==> config.mk <==
export PLATFORM = sky130hd
export DESIGN_NAME = dcr_regs
export DESIGN_NICKNAME = d
export VERILOG_FILES = /design/src/core/dcr_pkg.sv /design/src/core/dcr_regs.sv
export SDC_FILE = /design/constraint.sdc
export NUM_CORES = 1
export LEC_CHECK = 0
export BUFFER_PORTS_ARGS = -buffer_cell sky130_fd_sc_hd__buf_2
export CAP_MARGIN = 10
export CORE_MARGIN = 2
export CORE_UTILIZATION = 53
export DETAILED_ROUTE_END_ITERATION = 10
export GPL_ROUTABILITY_DRIVEN = 0
export PLACE_DENSITY = 0.8
export SYNTH_ARGS = -nofsm -noshare
export SYNTH_HDL_FRONTEND = slang
export SYNTH_SLANG_ARGS = --single-unit
==> constraint.sdc <==
create_clock -name CLK_I -period 2.5 [get_ports CLK_I]
set_input_delay 0.375 -clock CLK_I [delete_from_list [all_inputs] [get_ports CLK_I]]
set_output_delay 0.375 -clock CLK_I [all_outputs]
set_load 0.02 [all_outputs]
==> src/core/dcr_pkg.sv <==
// constants for the deserializer configuration register bank
// assumes a 20 MHz core clock and an APB master with 32-bit data
`default_nettype none
package dcr_pkg;
   // register indices; byte address is four times the index
   localparam logic [7:0] IDX_SPREAD = 8'h03;
   localparam logic [7:0] IDX_LINK = 8'h04;
   localparam logic [7:0] IDX_CONV = 8'h05;
   localparam logic [7:0] IDX_IRQ_STS = 8'h08;
   localparam logic [7:0] IDX_IRQ_MSK = 8'h09;
   localparam int ADDR_SHIFT = 2;
   // reset values
   localparam logic [7:0] RST_SPREAD = 8'h00;
   localparam logic [7:0] RST_LINK = 8'h07;
   localparam logic [7:0] RST_CONV = 8'h29;
   // field positions
   localparam int F_INTERVAL = 6;
   localparam int F_RSVD = 5;
   localparam int F_LOCK = 7;
   localparam int F_OUT_DIS = 6;
   localparam int F_PATTERN = 5;
   localparam int F_SLEEP = 4;
   localparam int F_IFTYPE = 2;
   localparam int F_REV = 1;
   localparam int F_FWD = 0;
   localparam int F_METHOD = 7;
   localparam int F_DRIVE = 6;
   localparam int F_TRACK = 5;
   localparam int F_EQEN = 4;
   localparam logic [3:0] EQ_MAX = 4'hB;
   // interrupt event bits
   localparam int EV_LOCK_UP = 0;
   localparam int EV_LOCK_DN = 1;
   localparam int EV_RECAL = 2;
   localparam int NUM_EV = 3;
   // recalibration intervals
   localparam int CLK_PERIOD_NS = 50;
   localparam int T_A_MS = 2;
   localparam int T_B_MS = 16;
   localparam int T_C_MS = 256;
   localparam int CYC_A = T_A_MS * 1_000_000 / CLK_PERIOD_NS;
   localparam int CYC_B = T_B_MS * 1_000_000 / CLK_PERIOD_NS;
   localparam int CYC_C = T_C_MS * 1_000_000 / CLK_PERIOD_NS;
   localparam int CNT_W = 23;
   typedef enum logic [1:0] {
      IV_ONCE,
      IV_A,
      IV_B,
      IV_C
   } dcr_interval_t;
endpackage
`default_nettype wire

==> src/core/dcr_regs.sv <==
// configuration and status registers of the link deserializer, APB slave
// assumes synchronous APB3 master on CLK_I; lock and strap inputs come from pins
//
// Contract
// - spread recalibration once, 2ms, 16ms, 256ms
// - divider zero means autocalibrate, else manual
// - status bit 7 mirrors lock pin
// - interface type: I2C, UART, or disabled
// - bit 1 enables reverse channel sending
// - bit 0 enables forward channel receiving
// - method bit drops register address byte
// - drive bit selects boosted output current
// - tracking bit selects full sync tracking
// - equalizer enable bit, resets disabled
// - boost code twelve steps, resets 1001
//
// Local design decision: the APB slave port.
`default_nettype none
module dcr_regs #(
   parameter int unsigned PER_A_CYC = dcr_pkg::CYC_A,
   parameter int unsigned PER_B_CYC = dcr_pkg::CYC_B,
   parameter int unsigned PER_C_CYC = dcr_pkg::CYC_C
) (
   input wire logic CLK_I,
   input wire logic RST_I,
   input wire logic PSEL_I,
   input wire logic PENABLE_I,
   input wire logic PWRITE_I,
   input wire logic [7:0] PADDR_I,
   input wire logic [31:0] PWDATA_I,
   output logic [31:0] PRDATA_O,
   output logic PREADY_O,
   output logic PSLVERR_O,
   input wire logic LINK_STATUS_A_I,
   input wire logic TWO_WIRE_SELECT_I,
   input wire logic LOCAL_CHANNEL_ENABLE_I,
   output logic SPREAD_RECAL_O,
   output logic SAW_DIV_AUTO_O,
   output logic [4:0] SAW_DIV_O,
   output logic OUTPUT_DISABLE_O,
   output logic PATTERN_CHECK_O,
   output logic SLEEP_O,
   output logic LOCAL_IF_I2C_O,
   output logic LOCAL_IF_UART_O,
   output logic REV_SEND_EN_O,
   output logic FWD_RECV_EN_O,
   output logic ADDR_METHOD_O,
   output logic DRIVE_BOOST_O,
   output logic SYNC_TRACK_FULL_O,
   output logic EQ_ENABLE_O,
   output logic [3:0] EQ_BOOST_O,
   output logic IRQ_O
);
   // maps a byte address onto a register index, or flags it unmapped
   function automatic logic [8:0] dcr_decode(input logic [7:0] addr);
      logic [7:0] idx;
      logic ok;
      idx = {2'b00, addr[7:2]};
      ok = (addr[1:0] == 2'b00) &&
           (idx == dcr_pkg::IDX_SPREAD || idx == dcr_pkg::IDX_LINK ||
            idx == dcr_pkg::IDX_CONV || idx == dcr_pkg::IDX_IRQ_STS ||
            idx == dcr_pkg::IDX_IRQ_MSK);
      return {ok, idx};
   endfunction

   logic [7:0] spread_q;
   logic [7:0] link_q;
   logic [7:0] conv_q;
   logic [dcr_pkg::NUM_EV-1:0] sts_q;
   logic [dcr_pkg::NUM_EV-1:0] msk_q;
   logic [dcr_pkg::NUM_EV-1:0] ev;
   logic lock_meta_q;
   logic lock_q;
   logic lock_prev_q;
   logic lcc_meta_q;
   logic lcc_q;
   logic sel_meta_q;
   logic sel_q;
   logic strap_done_q;
   logic lcc_strap_q;
   logic [1:0] fill_q;
   logic recal_q;
   logic [dcr_pkg::CNT_W-1:0] cnt_q;
   logic [8:0] dec;
   logic setup;
   logic wr;
   logic lock_rise;
   logic lock_fall;
   logic [dcr_pkg::CNT_W-1:0] period;
   logic [7:0] rd_val;
   dcr_pkg::dcr_interval_t interval;

   assign dec = dcr_decode(PADDR_I);
   assign setup = PSEL_I && !PENABLE_I;
   assign wr = PSEL_I && PENABLE_I && PWRITE_I && dec[8];
   assign interval = dcr_pkg::dcr_interval_t'(spread_q[dcr_pkg::F_INTERVAL +: 2]);

   // pin inputs pass two flops; only the second stage is read
   always_ff @(posedge CLK_I)
   begin
      if (RST_I)
      begin
         lock_meta_q <= 1'b0;
         lock_q <= 1'b0;
         lock_prev_q <= 1'b0;
         lcc_meta_q <= 1'b0;
         lcc_q <= 1'b0;
         sel_meta_q <= 1'b0;
         sel_q <= 1'b0;
      end
      else
      begin
         lock_meta_q <= LINK_STATUS_A_I;
         lock_q <= lock_meta_q;
         lock_prev_q <= lock_q;
         lcc_meta_q <= LOCAL_CHANNEL_ENABLE_I;
         lcc_q <= lcc_meta_q;
         sel_meta_q <= TWO_WIRE_SELECT_I;
         sel_q <= sel_meta_q;
      end
   end

   assign lock_rise = lock_q && !lock_prev_q;
   assign lock_fall = !lock_q && lock_prev_q;

   // strap taken once the synchroniser has filled after reset release
   always_ff @(posedge CLK_I)
   begin
      if (RST_I)
      begin
         fill_q <= 2'h0;
         strap_done_q <= 1'b0;
         lcc_strap_q <= 1'b0;
      end
      else
      begin
         // both stages reset low; wait two edges so a stale low is never latched
         fill_q <= {fill_q[0], 1'b1};
         if (fill_q[1] && !strap_done_q)
         begin
            strap_done_q <= 1'b1;
            lcc_strap_q <= lcc_q;
         end
      end
   end

   // spread-rate recalibration scheduler
   always_comb
   begin
      unique case (interval)
         dcr_pkg::IV_ONCE: period = '0;
         dcr_pkg::IV_A: period = dcr_pkg::CNT_W'(PER_A_CYC - 1);
         dcr_pkg::IV_B: period = dcr_pkg::CNT_W'(PER_B_CYC - 1);
         dcr_pkg::IV_C: period = dcr_pkg::CNT_W'(PER_C_CYC - 1);
      endcase
   end

   // first recal right after lock, then each period while link_status_a
   always_ff @(posedge CLK_I)
   begin
      if (RST_I)
      begin
         cnt_q <= '0;
         recal_q <= 1'b0;
      end
      else if (lock_rise)
      begin
         cnt_q <= period;
         recal_q <= 1'b1;
      end
      else if (lock_q && interval != dcr_pkg::IV_ONCE && cnt_q == '0)
      begin
         cnt_q <= period;
         recal_q <= 1'b1;
      end
      else
      begin
         cnt_q <= (lock_q && cnt_q != '0) ? cnt_q - 1'b1 : cnt_q;
         recal_q <= 1'b0;
      end
   end

   // configuration writes; take effect at the access edge only
   always_ff @(posedge CLK_I)
   begin
      if (RST_I)
      begin
         spread_q <= dcr_pkg::RST_SPREAD;
         link_q <= dcr_pkg::RST_LINK;
         conv_q <= dcr_pkg::RST_CONV;
         msk_q <= '0;
      end
      else if (wr)
      begin
         if (dec[7:0] == dcr_pkg::IDX_SPREAD)
         begin
            spread_q <= PWDATA_I[7:0];
            spread_q[dcr_pkg::F_RSVD] <= 1'b0;
         end
         if (dec[7:0] == dcr_pkg::IDX_LINK)
         begin
            // lock bit is read only and never stored
            link_q <= {1'b0, PWDATA_I[6:0]};
         end
         if (dec[7:0] == dcr_pkg::IDX_CONV)
         begin
            conv_q[7:4] <= PWDATA_I[7:4];
            // illegal boost codes are dropped so the step stays valid
            if (PWDATA_I[3:0] <= dcr_pkg::EQ_MAX)
            begin
               conv_q[3:0] <= PWDATA_I[3:0];
            end
         end
         if (dec[7:0] == dcr_pkg::IDX_IRQ_MSK)
         begin
            msk_q <= PWDATA_I[dcr_pkg::NUM_EV-1:0];
         end
      end
   end

   assign ev[dcr_pkg::EV_LOCK_UP] = lock_rise;
   assign ev[dcr_pkg::EV_LOCK_DN] = lock_fall;
   assign ev[dcr_pkg::EV_RECAL] = recal_q;

   // sticky events, write one to clear; a new event beats the clear
   for (genvar i = 0; i < dcr_pkg::NUM_EV; i++)
   begin : g_sts
      always_ff @(posedge CLK_I)
      begin
         if (RST_I)
         begin
            sts_q[i] <= 1'b0;
         end
         else if (ev[i])
         begin
            sts_q[i] <= 1'b1;
         end
         else if (wr && dec[7:0] == dcr_pkg::IDX_IRQ_STS && PWDATA_I[i])
         begin
            sts_q[i] <= 1'b0;
         end
      end
   end

   // read mux; lock bit is live status
   always_comb
   begin
      rd_val = '0;
      if (dec[7:0] == dcr_pkg::IDX_SPREAD)
      begin
         rd_val = spread_q;
      end
      if (dec[7:0] == dcr_pkg::IDX_LINK)
      begin
         rd_val = link_q;
         rd_val[dcr_pkg::F_LOCK] = lock_q;
      end
      if (dec[7:0] == dcr_pkg::IDX_CONV)
      begin
         rd_val = conv_q;
      end
      if (dec[7:0] == dcr_pkg::IDX_IRQ_STS)
      begin
         rd_val = 8'(sts_q);
      end
      if (dec[7:0] == dcr_pkg::IDX_IRQ_MSK)
      begin
         rd_val = 8'(msk_q);
      end
   end

   // answer registered in the setup cycle so data comes from flops
   always_ff @(posedge CLK_I)
   begin
      if (RST_I)
      begin
         PRDATA_O <= '0;
         PSLVERR_O <= 1'b0;
      end
      else if (setup)
      begin
         PRDATA_O <= (!PWRITE_I && dec[8]) ? {24'h00_0000, rd_val} : '0;
         PSLVERR_O <= !dec[8];
      end
   end

   assign PREADY_O = 1'b1; // zero wait states after the setup cycle

   // configuration outputs
   assign SPREAD_RECAL_O = recal_q;
   assign SAW_DIV_O = spread_q[4:0];
   assign SAW_DIV_AUTO_O = (spread_q[4:0] == 5'h0_0);
   assign OUTPUT_DISABLE_O = link_q[dcr_pkg::F_OUT_DIS];
   assign PATTERN_CHECK_O = link_q[dcr_pkg::F_PATTERN];
   assign SLEEP_O = link_q[dcr_pkg::F_SLEEP];
   // strap low or type 1x shuts the local channel; select pin forces two-wire
   assign LOCAL_IF_I2C_O = lcc_strap_q && !link_q[dcr_pkg::F_IFTYPE + 1] &&
                           (sel_q || !link_q[dcr_pkg::F_IFTYPE]);
   assign LOCAL_IF_UART_O = lcc_strap_q && !sel_q &&
                            link_q[dcr_pkg::F_IFTYPE +: 2] == 2'b01;
   assign REV_SEND_EN_O = link_q[dcr_pkg::F_REV];
   assign FWD_RECV_EN_O = link_q[dcr_pkg::F_FWD];
   assign ADDR_METHOD_O = conv_q[dcr_pkg::F_METHOD];
   assign DRIVE_BOOST_O = conv_q[dcr_pkg::F_DRIVE];
   assign SYNC_TRACK_FULL_O = conv_q[dcr_pkg::F_TRACK];
   assign EQ_ENABLE_O = conv_q[dcr_pkg::F_EQEN];
   assign EQ_BOOST_O = conv_q[3:0];
   assign IRQ_O = |(sts_q & msk_q);
endmodule
`default_nettype wire

==> results of run 1 <==
[routing by layer]
| metal | vias up | track usage [%] | routed length (um) |
|---|---|---|---|
| met4 | 0 | 11.7 | 288 |
| met1 | 1643 | 28.7 | 3990 |
| li1 | 1719 | - | - |
| met5 | - | 0 | 0 |
| met2 | 195 | 41.9 | 4820 |
| met3 | 32 | 5.68 | 871 |
[cells in the final DEF, fill, tap and decap left out, types with 3 or more instances in the layout]
| cell type | count |
|---|---|
| sky130_fd_sc_hd__mux2_2 | 4 |
| sky130_fd_sc_hd__buf_2 | 55 |
| sky130_fd_sc_hd__nor4_1 | 5 |
| sky130_fd_sc_hd__o21ai_0 | 13 |
| sky130_fd_sc_hd__mux2i_1 | 31 |
| sky130_fd_sc_hd__nand3_1 | 5 |
| sky130_fd_sc_hd__a21oi_1 | 31 |
| sky130_fd_sc_hd__a22o_1 | 3 |
| sky130_fd_sc_hd__ha_1 | 6 |
| sky130_fd_sc_hd__o21ai_1 | 4 |
| sky130_fd_sc_hd__nand2b_1 | 5 |
| sky130_fd_sc_hd__a21o_1 | 3 |
| sky130_fd_sc_hd__nor2b_1 | 13 |
| sky130_fd_sc_hd__buf_4 | 24 |
| sky130_fd_sc_hd__or4_1 | 6 |
| sky130_fd_sc_hd__a31oi_1 | 6 |
| sky130_fd_sc_hd__nor2_1 | 53 |
| sky130_fd_sc_hd__nand2_1 | 25 |
| sky130_fd_sc_hd__nor4_4 | 3 |
| sky130_fd_sc_hd__or3_1 | 9 |
| sky130_fd_sc_hd__o31ai_1 | 7 |
| sky130_fd_sc_hd__o32ai_2 | 5 |
| sky130_fd_sc_hd__and2_1 | 3 |
| sky130_fd_sc_hd__inv_1 | 13 |
| sky130_fd_sc_hd__dfxtp_1 | 72 |
| sky130_fd_sc_hd__nor3_1 | 13 |
| sky130_fd_sc_hd__nand4_1 | 5 |
| sky130_fd_sc_hd__a221oi_1 | 3 |
| sky130_fd_sc_hd__inv_6 | 3 |
| sky130_fd_sc_hd__conb_1 | 25 |
| sky130_fd_sc_hd__clkbuf_8 | 9 |
[cells by family after synthesis]
family | after synthesis | synth area share (%)
DFF | 72 | 36.1
xor gates and xnor gates | 3 | 0.657
adders and majority gates | 6 | 1.88
AOI/OAI and AO/OA | 102 | 18.8
buffers and inverters | 64 | 9.45
other | 2 | 0.188
and+or+nand+nor | 170 | 23.8
muxes | 36 | 9.14
[cell type report]
class | instances | area share [%]
clock buffers | 9 | 2.73
clock inverters | 7 | 1.35
inverters | 13 | 1.07
multi-input cells | 342 | 50.3
flip-flops and latches | 72 | 31.7
well taps | 99 | 2.73
repair buffers | 79 | 10.0
[where the power goes]
part / switching, mW / total (mW) / internal [mW]
logic: 0.366 / 0.599 / 0.233
registers: 0.0328 / 1.21 / 1.18
clock network: 0.492 / 0.871 / 0.379
[critical path, stage by stage, from the launching register on]
cell	delay [ns]
sky130_fd_sc_hd__dfxtp_1	0.34
sky130_fd_sc_hd__inv_1	0.09
sky130_fd_sc_hd__ha_1	0.21
sky130_fd_sc_hd__or3b_1	0.39
sky130_fd_sc_hd__nand2b_4	0.20
sky130_fd_sc_hd__o41a_1	0.62
sky130_fd_sc_hd__nand2_2	0.28
sky130_fd_sc_hd__o32ai_2	0.12
[flip-flops by register name (all words and copies together) (netlist names)]
signal,cells
SPREAD_RECAL_O,1
lock_meta_q,1
spread_q,7
lock_q,1
conv_q,8
PSLVERR_O,1
PRDATA_O,8
sts_q,3
fill_q,2
cnt_q,23
sel_meta_q,1
sel_q,1
msk_q,3
strap_done_q,1
link_q,7
lcc_strap_q,1
lcc_q,1
lock_prev_q,1
lcc_meta_q,1
[how the worst max path moves through the flow]
| stage | startpoint | to | slack (ns) | cells after the start |
|---|---|---|---|---|
| 5_1_grt | cnt_q[0] | cnt_q[13] | 0.002 | 8 |
| 4_1_cts | cnt_q[20] | cnt_q[13] | 0.06 | 7 |
| 2_1_floorplan | cnt_q[0] | cnt_q[19] | 0.23 | 10 |
| 3_3_place_gp | cnt_q[20] | cnt_q[13] | 0.17 | 7 |
| 3_5_place_dp | PADDR_I[7] | spread_q[1] | 0.07 | 6 |
| 6_report | cnt_q[0] | cnt_q[19] | 0.11 | 7 |
[what timing repair did]
action | 4_1_cts | 5_1_grt
endpoints found under the setup margin | 0 | 4
hold buffers | 0 | 0
resized for setup | 0 | 3
==> results list, run 1 <==
* Outcome: complete, no violations
- Largest voltage drop on the vdd net: around 0.47 mV
- Area delta synth->final: 13.6%
- The longest clock path from root to sink contains 2 buffers.
- TNS Setup: 0 ns
- Synthesized area divided by synthesized cell count: between 8 and 9 sq um
- Hold Crit Depth: 2
- The worst setup path is launched from a register.
- MaxCap Viol Count: 0
- Once detailed placement completed, the half-perimeter wirelength came to 7250 um.
* Leakage power: approximately 1.9 nW
- Setup violations remaining at the end of the flow were counted as 0.
* Vias after detailed routing: between 3000 and 4000
* Routed Wire Length: between 9000 and 10000 um
* Wire length per cell after detailed routing: around 16 um
- Yosys printed 0 warnings.
- The via count of the first global-routing pass is between 3000 and 4000.
- Number of buffers added by the clock tree synthesis step: 9
* Cell total after placement: 605
* Share of the yosys chip area belonging to registers: a little over a third
* Dominant cells by area after synthesis: sky130_fd_sc_hd__dfxtp_1, sky130_fd_sc_hd__mux2i_1, sky130_fd_sc_hd__buf_4, sky130_fd_sc_hd__nor2_1, sky130_fd_sc_hd__a21oi_1
* Synth Register Bits: a little over 70
* Most frequent cells after synthesis: sky130_fd_sc_hd__dfxtp_1, sky130_fd_sc_hd__nor2_1, sky130_fd_sc_hd__mux2i_1, sky130_fd_sc_hd__a21oi_1, sky130_fd_sc_hd__buf_4
- Post-CTS Setup Bufs: 0
- The top cell type by area accounts for a little over a third of the synthesized area.
* Post-Layout Cell Count: ~620
- Hold Path Sink: lcc_meta_q
* Worst EP required: between 2 and 3 ns
- Data arrival time of the critical path: roughly 2.6 ns
* Post-synthesis async set-or-reset flop share: 0%
- Dividing the detail-routed via count by the number of cells gives 5.78.
- Remaining number of nets flagged by the antenna check after routing: 0
- Transition time at the pin with the least slew margin: about 0.79 ns
- The synthesized netlist occupies a cell area of ~4000 sq um.
* Setup Crit Path Kind: reg -> reg
* TritonRoute pass-1 iters: 5
- Die W: just over 90 um
- Antenna violations before repair: 0
* Power per cell area: about 600 nW/um^2
- The H-tree generated during clock tree synthesis spans 3 levels.
* Number of enable flip-flop cells after synthesis: 0
* Clock transition at the registers of the reported paths: around 0.080 ns
- The floorplan step set the die height to approximately 91 um.
* Min-delay worst type: in -> reg
* Diodes inserted: 0
* Worst reg2reg path depth: 7
* Root Buffer: sky130_fd_sc_hd__clkbuf_8
- Number of design-rule violations left by the first detailed-router iteration: between 200 and 250
- Count of boundary I/O pins: approximately 110
- Critical-path maximum fanout: 9
* Instance area after placement: between 4000 and 5000 sq um
- FF+latch area: 1440 sq um
* # DRC: 0
- Global routing used 24.4% of the available tracks.
- For the finished layout, the period the worst path requires is about 2.4 ns.
- Headroom to the max-slew limit came out at 47.4%.
- Minimum setup slack after placement: between 0.07 and 0.08 ns
- Port Buffer Count: 55
* Post-layout total power: ~2.7 mW
- Number of pins with negative max-slew slack in the final report: 0
- Among all cell types in the netlist, the one instantiated most often is sky130_fd_sc_hd__dfxtp_1.
- Startpoint of the tightest hold check path: LOCAL_CHANNEL_ENABLE_I
- Reg-to-reg startpoint: cnt_q[0]
* Clock tree from TritonCTS: built
- Number of fill cells: 657
- Once the floorplan was initialized, standard cells occupied between 50% and 60% of the core.
- The first global-routing pass estimated 16300 um of wire.
- Area of the placeable core: about 7300 sq um
- The total count of hold-check failures in the final report came to 0.
- The most used flip-flop cell after synthesis is sky130_fd_sc_hd__dfxtp_1.
- Worst clock skew: about 0.015 ns
- The clock net in this run drives a total of 72 sinks.
- The worst register-to-register path ends at cnt_q[19].
- In the synthesized netlist, the number of instances is 455.
- Smallest hold slack: between 0.2 and 0.25 ns
- Entering global routing, the biggest net connects 57 pins.
- Multi-input logic area: about 2300 sq um
- Timing would allow up to about 420 MHz.
* Fin worst setup slack: about 0.11 ns
- The floorplan step defined a die boundary enclosing 8250 sq um.
- Setup repair after global routing left no endpoint under its margin.
* Rows: 31
- Final clock period utilization by the worst path: 95.8%
* Post-layout util: 62.3%
* Number of different library cells in the post-synthesis netlist: 73
- In the final design database the tool counted around 570 nets.
- Largest area contributor in the synthesized netlist: sky130_fd_sc_hd__dfxtp_1
- Flop-to-flop setup slack: between 0.1 and 0.15 ns
- Crit path capture type: register
* Clock Latency Late Sink: around 0.36 ns
- Overall overflow remaining after global route: 0
- Post-route cell area: ~4500 sq um
* Proportion of layout cells with a drive suffix above 1: about 24%
Note: power is estimated with default switching activity, not from simulation.
==> inputs of run 2 (changes only) <==
- CORE_UTILIZATION: 53 -> 48
- PLACE_DENSITY: 0.8 -> 0.77
- clock period: 2.5 -> 2.05 ns (I/O delays scaled with it)
==> results list, run 2 (synthesis results as in run 1) <==
- DRT met1 WL: 4570 um (was 3990 um)
* Total number of nets in the final design: 614 (was 571)
- The slew at the pin closest to its max-slew limit was 0.861 ns (was 0.785 ns).
- The placed wire-length estimate was 7720 um (was 7250 um).
* Final clock period utilization by the worst path: 105% (was 95.8%)
- The floorplan die area came to 9070 sq um (was 8250 sq um).
- Normalized max-slew margin: 42.3% (was 47.4%)
- The number of H-tree levels came to 3 (unchanged).
* Maximum frequency from static timing analysis: 464 MHz (was 418 MHz)
- The arrival time of the worst setup path is 2.42 ns (was 2.62 ns).
- The total placed cells including tap cells was 652 (was 605).
- The register bank with the most flops is cnt_q (unchanged).
- Largest voltage drop on the vdd net: 0.470 mV (was 0.472 mV)
- Rows: 33 (was 31)
- The delay of the slowest cell on the worst path was 0.55 ns (was 0.62 ns).
- The total number of vias was 3729 (was 3589).
- Routed Wire Length: 10800 um (was 9970 um)
- Area delta synth->final: 25.7% (was 13.6%)
- The number of setup violations in the final report came to 21 (was 0).
* Worst clock skew: 0.00783 ns (was 0.0152 ns)
- The number of max-slew violations in the final report came to 0 (unchanged).
* Remaining number of nets flagged by the antenna check after routing: 0 (unchanged)
* Die height: 95.3 um (was 90.9 um)
* Count of hold-fix buffers inserted at cts: 0 (unchanged)
* Instance area after placement: 4700 sq um (was 4340 sq um)
- Met2 Wirelength: 5230 um (was 4820 um)
- The capturing element type of the critical path is a register (unchanged).
- Unrepaired setup endpoints after global routing: true (was false)
* Min-delay worst type: in -> reg (unchanged)
* Overall overflow remaining after global route: 0 (unchanged)
- The final reports fail on setup timing.
- The category of the worst setup path launch point is a register (unchanged).
* Commonest non-fill, non-tap cell in the layout: sky130_fd_sc_hd__dfxtp_1 (unchanged)
- Critical path's slowest cell: sky130_fd_sc_hd__or4_4 (was sky130_fd_sc_hd__o41a_1)
- Critical-path maximum fanout: 7 (was 9)
- Count of boundary I/O pins: 105 (unchanged)
* Antenna violations before repair: 0 (unchanged)
* Maximum root-to-sink buffer count: 2 (unchanged)
- Port Buffer Count: 55 (unchanged)
* Maximum number of pins on one net before global-route repair: 29 (was 57)
- Largest registers: cnt_q (23), PRDATA_O (8), conv_q (8) (unchanged).
- The root buffer cell is sky130_fd_sc_hd__clkbuf_8 (unchanged).
- Clock Latency Late Sink: 0.35 ns (was 0.36 ns)
* Diodes inserted: 0 (unchanged)
* Vias in the first global route: 3574 (was 3466)
- Highest metal layer used by the detailed router: met4 (unchanged)
- The total routing resource utilization after global routing was 23.9% (was 24.4%).
- The total count of hold-check failures in the final report is 0 (unchanged).
- CP Cell Sequence: or4_4, or2_4, buf_8, o41ai_4, buf_6, a21oi_1, o32ai_2 (was inv_1, ha_1, or3b_1, nand2b_4, o41a_1, nand2_2, o32ai_2)
- Clock tree from TritonCTS: built (unchanged)
* Clock transition at the registers of the reported paths: 0.08 ns (about the same)
- Starting utilization of the core area: 49.1% (was 54.8%)
- Die W: 95.3 um (was 90.9 um)
* Tmin final: 2.15 ns (was 2.39 ns)
- The reported leakage power came to 2.14 nW (was 1.88 nW).
- The number of fill cells is 688 (was 657).
- The average wire per cell in the routed design was 16.1 um (about the same).
* Outcome: finished, violations left (was complete, no violations)
- Proportion of layout cells with a drive suffix above 1: 33.3% (was 24.3%)
- The critical path required time came to 2.31 ns (was 2.72 ns).
- Smallest hold slack: 0.170 ns (was 0.238 ns)
* Most frequent cells in the layout: sky130_fd_sc_hd__dfxtp_1, sky130_fd_sc_hd__buf_4, sky130_fd_sc_hd__buf_2 (was sky130_fd_sc_hd__dfxtp_1, sky130_fd_sc_hd__buf_2, sky130_fd_sc_hd__nor2_1)
- The met3 wire length was 742 um (was 871 um).
- The core area came to 8130 sq um (was 7290 sq um).
- Via-to-Cell Ratio: 5.57 (was 5.78)
* Number of design-rule violations left by the first detailed-router iteration: 208 (was 217)
- TritonRoute pass-1 iters: 5 (unchanged)
* # DRC: 0 (unchanged)
* Number of buffers added by the clock tree synthesis step: 9 (unchanged)
- Fin worst setup slack: -0.104 ns (was 0.106 ns)
- Max reg flops: 23 (unchanged)
- The post-route cell area is 5020 sq um (was 4540 sq um).
* Setup Crit Path Kind: reg -> reg (unchanged)
* CTS Sinks: 72 (unchanged)
- The number of standard cells in the layout, taps in and fillers out is 670 (was 621).
- The number of max-capacitance violations reported is 0 (unchanged).
- The first-pass GRT wire length came to 17100 um (was 16300 um).
- Power per cell area: 691 nW/um^2 (was 590 nW/um^2)
[run 2: cell types whose count changed in the layout (fill, tap and decap cells not counted), moves of 3 or more]
cell                      before  now
sky130_fd_sc_hd__a21oi_1      31   28
sky130_fd_sc_hd__a21oi_2       1    4
sky130_fd_sc_hd__buf_4        24   58
sky130_fd_sc_hd__buf_6         0    7
sky130_fd_sc_hd__dfxtp_1      72   69
sky130_fd_sc_hd__dfxtp_2       0    3
[run 2: metal layers]
metal | up-vias | global-route usage [%]
met5 | - | 0
met4 | 0 | 9.90
met3 | 24 | 4.74
met2 | 148 | 41.2
met1 | 1752 | 28.9
li1 | 1805 | -
[run 2: worst max-delay path: cells and delay by family, from the launching register on]
family | cells | cell delay (ns)
AND/OR/NAND/NOR | 2 | 0.81
AO/OA/AOI/OAI | 3 | 0.61
buffers and inverters | 2 | 0.33
flip-flops | 1 | 0.32
[run 2: area by class of cell]
| cell class | instances | area, sq um | area share (%) |
|---|---|---|---|
| multi-input cells | 342 | 2400 | 47.8 |
| flip-flops and latches | 72 | 1450 | 28.8 |
| repair buffers | 122 | 825 | 16.4 |
| well taps | 105 | 131 | 2.62 |
| clock buffers | 10 | 128 | 2.54 |
| inverters | 13 | 48.8 | 0.971 |
| clock inverters | 6 | 45.0 | 0.897 |
[run 2: per-stage QoR]
stage	setup slack [ns]	utilization, %	setup TNS (ns)	power (mW)
CTS	-0.104	60.7	-1.05	3.40
global route	-0.178	61.8	-2.88	3.62
floorplan	-0.0795	-	-0.456	2.07
global placement	-0.0996	57.7	-1.38	2.33
finish	-0.104	61.8	-1.28	3.47
detailed placement	-0.156	57.7	-2.85	2.36
[run 2: worst paths after layout]
| kind | startpoint | slack (ns) | cells past startpoint | to |
|---|---|---|---|---|
| min reg2reg | sel_meta_q | 0.44 | 1 | sel_q |
| max reg2reg | cnt_q[20] | -0.10 | 7 | cnt_q[9] |
| max | cnt_q[20] | -0.10 | 7 | cnt_q[9] |
| min | TWO_WIRE_SELECT_I | 0.17 | 2 | sel_meta_q |
[run 2: where the power goes]
group / total, mW / internal (mW) / switching (mW) / leakage [nW]
sequential: 1.47 / 1.44 / 0.0347 / 0.586
clock: 1.01 / 0.443 / 0.571 / 0.0789
combinational: 0.985 / 0.451 / 0.535 / 1.47
total: 3.47 / 2.33 / 1.14 / 2.14
[run 2: repair_timing]
action,in CTS,in global routing
gates resized for setup,16,19
endpoints found under the setup margin,23,23
pin swaps,4,8
buffers inserted,0,2
hold endpoints to repair,0,0
==> inputs of run 3 (changes only) <==
- BUFFER_PORTS_ARGS: -buffer_cell sky130_fd_sc_hd__buf_2 -> -buffer_cell sky130_fd_sc_hd__clkbuf_2
==> results list, run 3 (synthesis results as in run 1) <==
* Largest registers: cnt_q (23), PRDATA_O (8), conv_q (8) (unchanged)
- Outcome: finished, violations left (unchanged)
- Clock transition at the registers of the reported paths: 0.09 ns (was 0.08 ns)
* Power share of the combinational group: 29.4% (was 28.4%)
* Area delta synth->final: 29.6% (was 25.7%)
* Vias in the first global route: 3525 (was 3574)
- The clock share of power came to 29.8% (was 29.2%).
- The internal power consumption is 2.38 mW (was 2.33 mW).
* Critical path startpoint category: register (unchanged)
- Commonest non-fill, non-tap cell in the layout: sky130_fd_sc_hd__buf_4 (was sky130_fd_sc_hd__dfxtp_1)
- GRT Resource Usage Total: 24.0% (was 23.9%)
* Power spent charging and discharging nets: 1.21 mW (was 1.14 mW)
- The core area is 8130 sq um (unchanged).
- The count of input and output buffers is 55 (unchanged).
- The shortest period the worst path allows came to 2.20 ns (was 2.15 ns).
* Starting utilization of the core area: 49.1% (unchanged)
- The total placed instance area was 4790 sq um (was 4700 sq um).
- Estimated wirelength of the detail-placed design: 7860 um (was 7720 um)
- Proportion of layout cells with a drive suffix above 1: 36.6% (was 33.3%)
- Number of buffers added by the clock tree synthesis step: 9 (unchanged)
* Unrepaired setup endpoints after global routing: true (unchanged)
* Via-to-Cell Ratio: 5.66 (was 5.57)
- Die height: 95.3 um (unchanged)
- The arrival time of the worst setup path is 2.47 ns (was 2.42 ns).
- The number of optimization iterations in the first detailed-route pass is 7 (was 5).
- The setup slack after layout is -0.148 ns (was -0.104 ns).
- Die W: 95.3 um (unchanged)
- The count of inserted antenna diode cells was 0 (unchanged).
* Maximum number of pins on one net before global-route repair: 30 (was 29)
- The total number of vias is 3878 (was 3729).
* Die Area: 9070 sq um (unchanged)
- Wire length of the first global-routing pass: 16900 um (was 17100 um)
* Reg with most FFs: cnt_q (unchanged)
* Clock Latency Late Sink: 0.36 ns (was 0.35 ns)
- The number of nets with antenna violations after routing is 0 (unchanged).
* Leakage power: 2.23 nW (was 2.14 nW)
* Max reg flops: 23 (unchanged)
* Post-route cell area: 5180 sq um (was 5020 sq um)
- # DRC: 0 (unchanged)
* Number of fill cells: 664 (was 688)
- Routed Wire Length: 11100 um (was 10800 um)
- CTS Sinks: 72 (unchanged)
- Total number of nets in the final design: 629 (was 614)
- Count of boundary I/O pins: 105 (unchanged)
- The root buffer cell was sky130_fd_sc_hd__clkbuf_8 (unchanged).
- Critical-path maximum fanout: 4 (was 7)
- The sum of overflow across all layers after global routing is 0 (unchanged).
- The switching fraction of total power came to 33.7% (was 32.9%).
* # H-tree levels: 3 (unchanged)
* Worst clock skew: 0.0145 ns (was 0.00783 ns)
- The fraction of the cycle the final worst path needs came to 107% (was 105%).
- # setup viols final: 20 (was 21)
- The number of max-slew violations in the final report is 0 (unchanged).
- The average wire per cell in the routed design came to 16.1 um (about the same).
- The class of the most critical setup path was reg -> reg (unchanged).
- The maximum clock frequency came to 455 MHz (was 464 MHz).
- The sequential group share of total power is 40.8% (was 42.4%).
- Hold violation count in the final report: 0 (unchanged)
- Post-layout total power: 3.59 mW (was 3.47 mW)
* Most frequent cells in the layout: sky130_fd_sc_hd__buf_4, sky130_fd_sc_hd__dfxtp_1, sky130_fd_sc_hd__clkbuf_2 (was sky130_fd_sc_hd__dfxtp_1, sky130_fd_sc_hd__buf_4, sky130_fd_sc_hd__buf_2)
* Number of design-rule violations left by the first detailed-router iteration: 320 (was 208)
- Rows: 33 (unchanged)
* Flop-to-flop setup slack: -0.15 ns (was -0.10 ns)
* Maximum root-to-sink buffer count: 2 (unchanged)
- The critical path required time was 2.33 ns (was 2.31 ns).
- Crit path capture type: register (unchanged)
- Violated checks: setup timing (unchanged).
- The number of antenna violations at the first check in global routing is 0 (unchanged).
* Largest voltage drop on the vdd net: 0.763 mV (was 0.470 mV)
- MaxCap Viol Count: 0 (unchanged)
- Min-delay worst type: in -> reg (unchanged)
- The total power density per cell area came to 694 nW/um^2 (was 691 nW/um^2).
* Clock tree from TritonCTS: built (unchanged)
==> run 3: changes by cell type in the layout (fill, tap and decap cells not counted), sizes merged <==
cell,previous run,this run
clkinvlp,3,2
inv,14,18
clkbuf,10,64
clkinv,2,0
buf,122,82
==> run 3: worst max-delay path, stage by stage, from the launching register on <==
cell and delay, ns:
sky130_fd_sc_hd__dfxtp_2 0.32, sky130_fd_sc_hd__or4_4 0.57, sky130_fd_sc_hd__or4b_4 0.53, sky130_fd_sc_hd__o31ai_4 0.27, sky130_fd_sc_hd__buf_4 0.17, sky130_fd_sc_hd__nand2_2 0.05, sky130_fd_sc_hd__a311oi_2 0.21
==> run 3: path summary, 6_finish.rpt <==
path                     startpoint          to  depth (start not counted)
setup / recovery          cnt_q[20]   cnt_q[22]                          6
hold / removal    TWO_WIRE_SELECT_I  sel_meta_q                          2
setup reg to reg          cnt_q[20]   cnt_q[22]                          6
hold reg to reg          lcc_meta_q       lcc_q                          1
==> run 3: timing repair <==
action,in CTS,in global routing
setup endpoints to repair,22,23
resized for setup,18,20
pin swaps,2,6
hold buffers,0,0
endpoints found under the hold margin,0,0
buffers inserted,1,6
==> run 3: layout make-up <==
type	instances	area (sq um)	area share, %
Clock buffer	9	124	2.39
Clock inverter	7	58.8	1.13
Inverter	13	48.8	0.942
Multi-Input combinational cell	342	2440	47.1
Sequential cell	72	1450	27.9
Tap cell	105	131	2.54
Timing Repair Buffer	137	935	18.0
==> run 3: metrics by stage <==
stage          worst slack (ns)  instances  utilization [%]  TNS, ns  hold WS, ns
3_3_place_gp             -0.102        663             58.9    -1.04        0.418
3_5_place_dp             -0.149        663             58.9    -1.80        0.424
4_1_cts                  -0.118        680             62.2    -1.34        0.149
6_report                 -0.148        685             63.7    -1.72        0.160
5_1_grt                  -0.209        685             63.7    -3.39        0.160
2_1_floorplan           -0.0795        478                -   -0.456        0.409
==> run 3: routing by layer <==
layer | vias to the layer above | GRT usage [%] | share of wire (%)
met3 | 30 | 6.40 | 8.1
met2 | 198 | 42.1 | 49
met1 | 1810 | 27.6 | 40
li1 | 1840 | - | -
met5 | - | 0 | 0
met4 | 0 | 9.54 | 2.3
==> run 3: power by group through the flow <==
stage	sequential, mW	clock [mW]	combinational, mW
6_report	1.47	1.07	1.06
5_1_grt	1.47	1.14	1.13
4_1_cts	1.47	1.09	0.947
3_5_place_dp	1.50	0	0.891
3_3_place_gp	1.50	0	0.864
2_1_floorplan	1.50	0	0.571
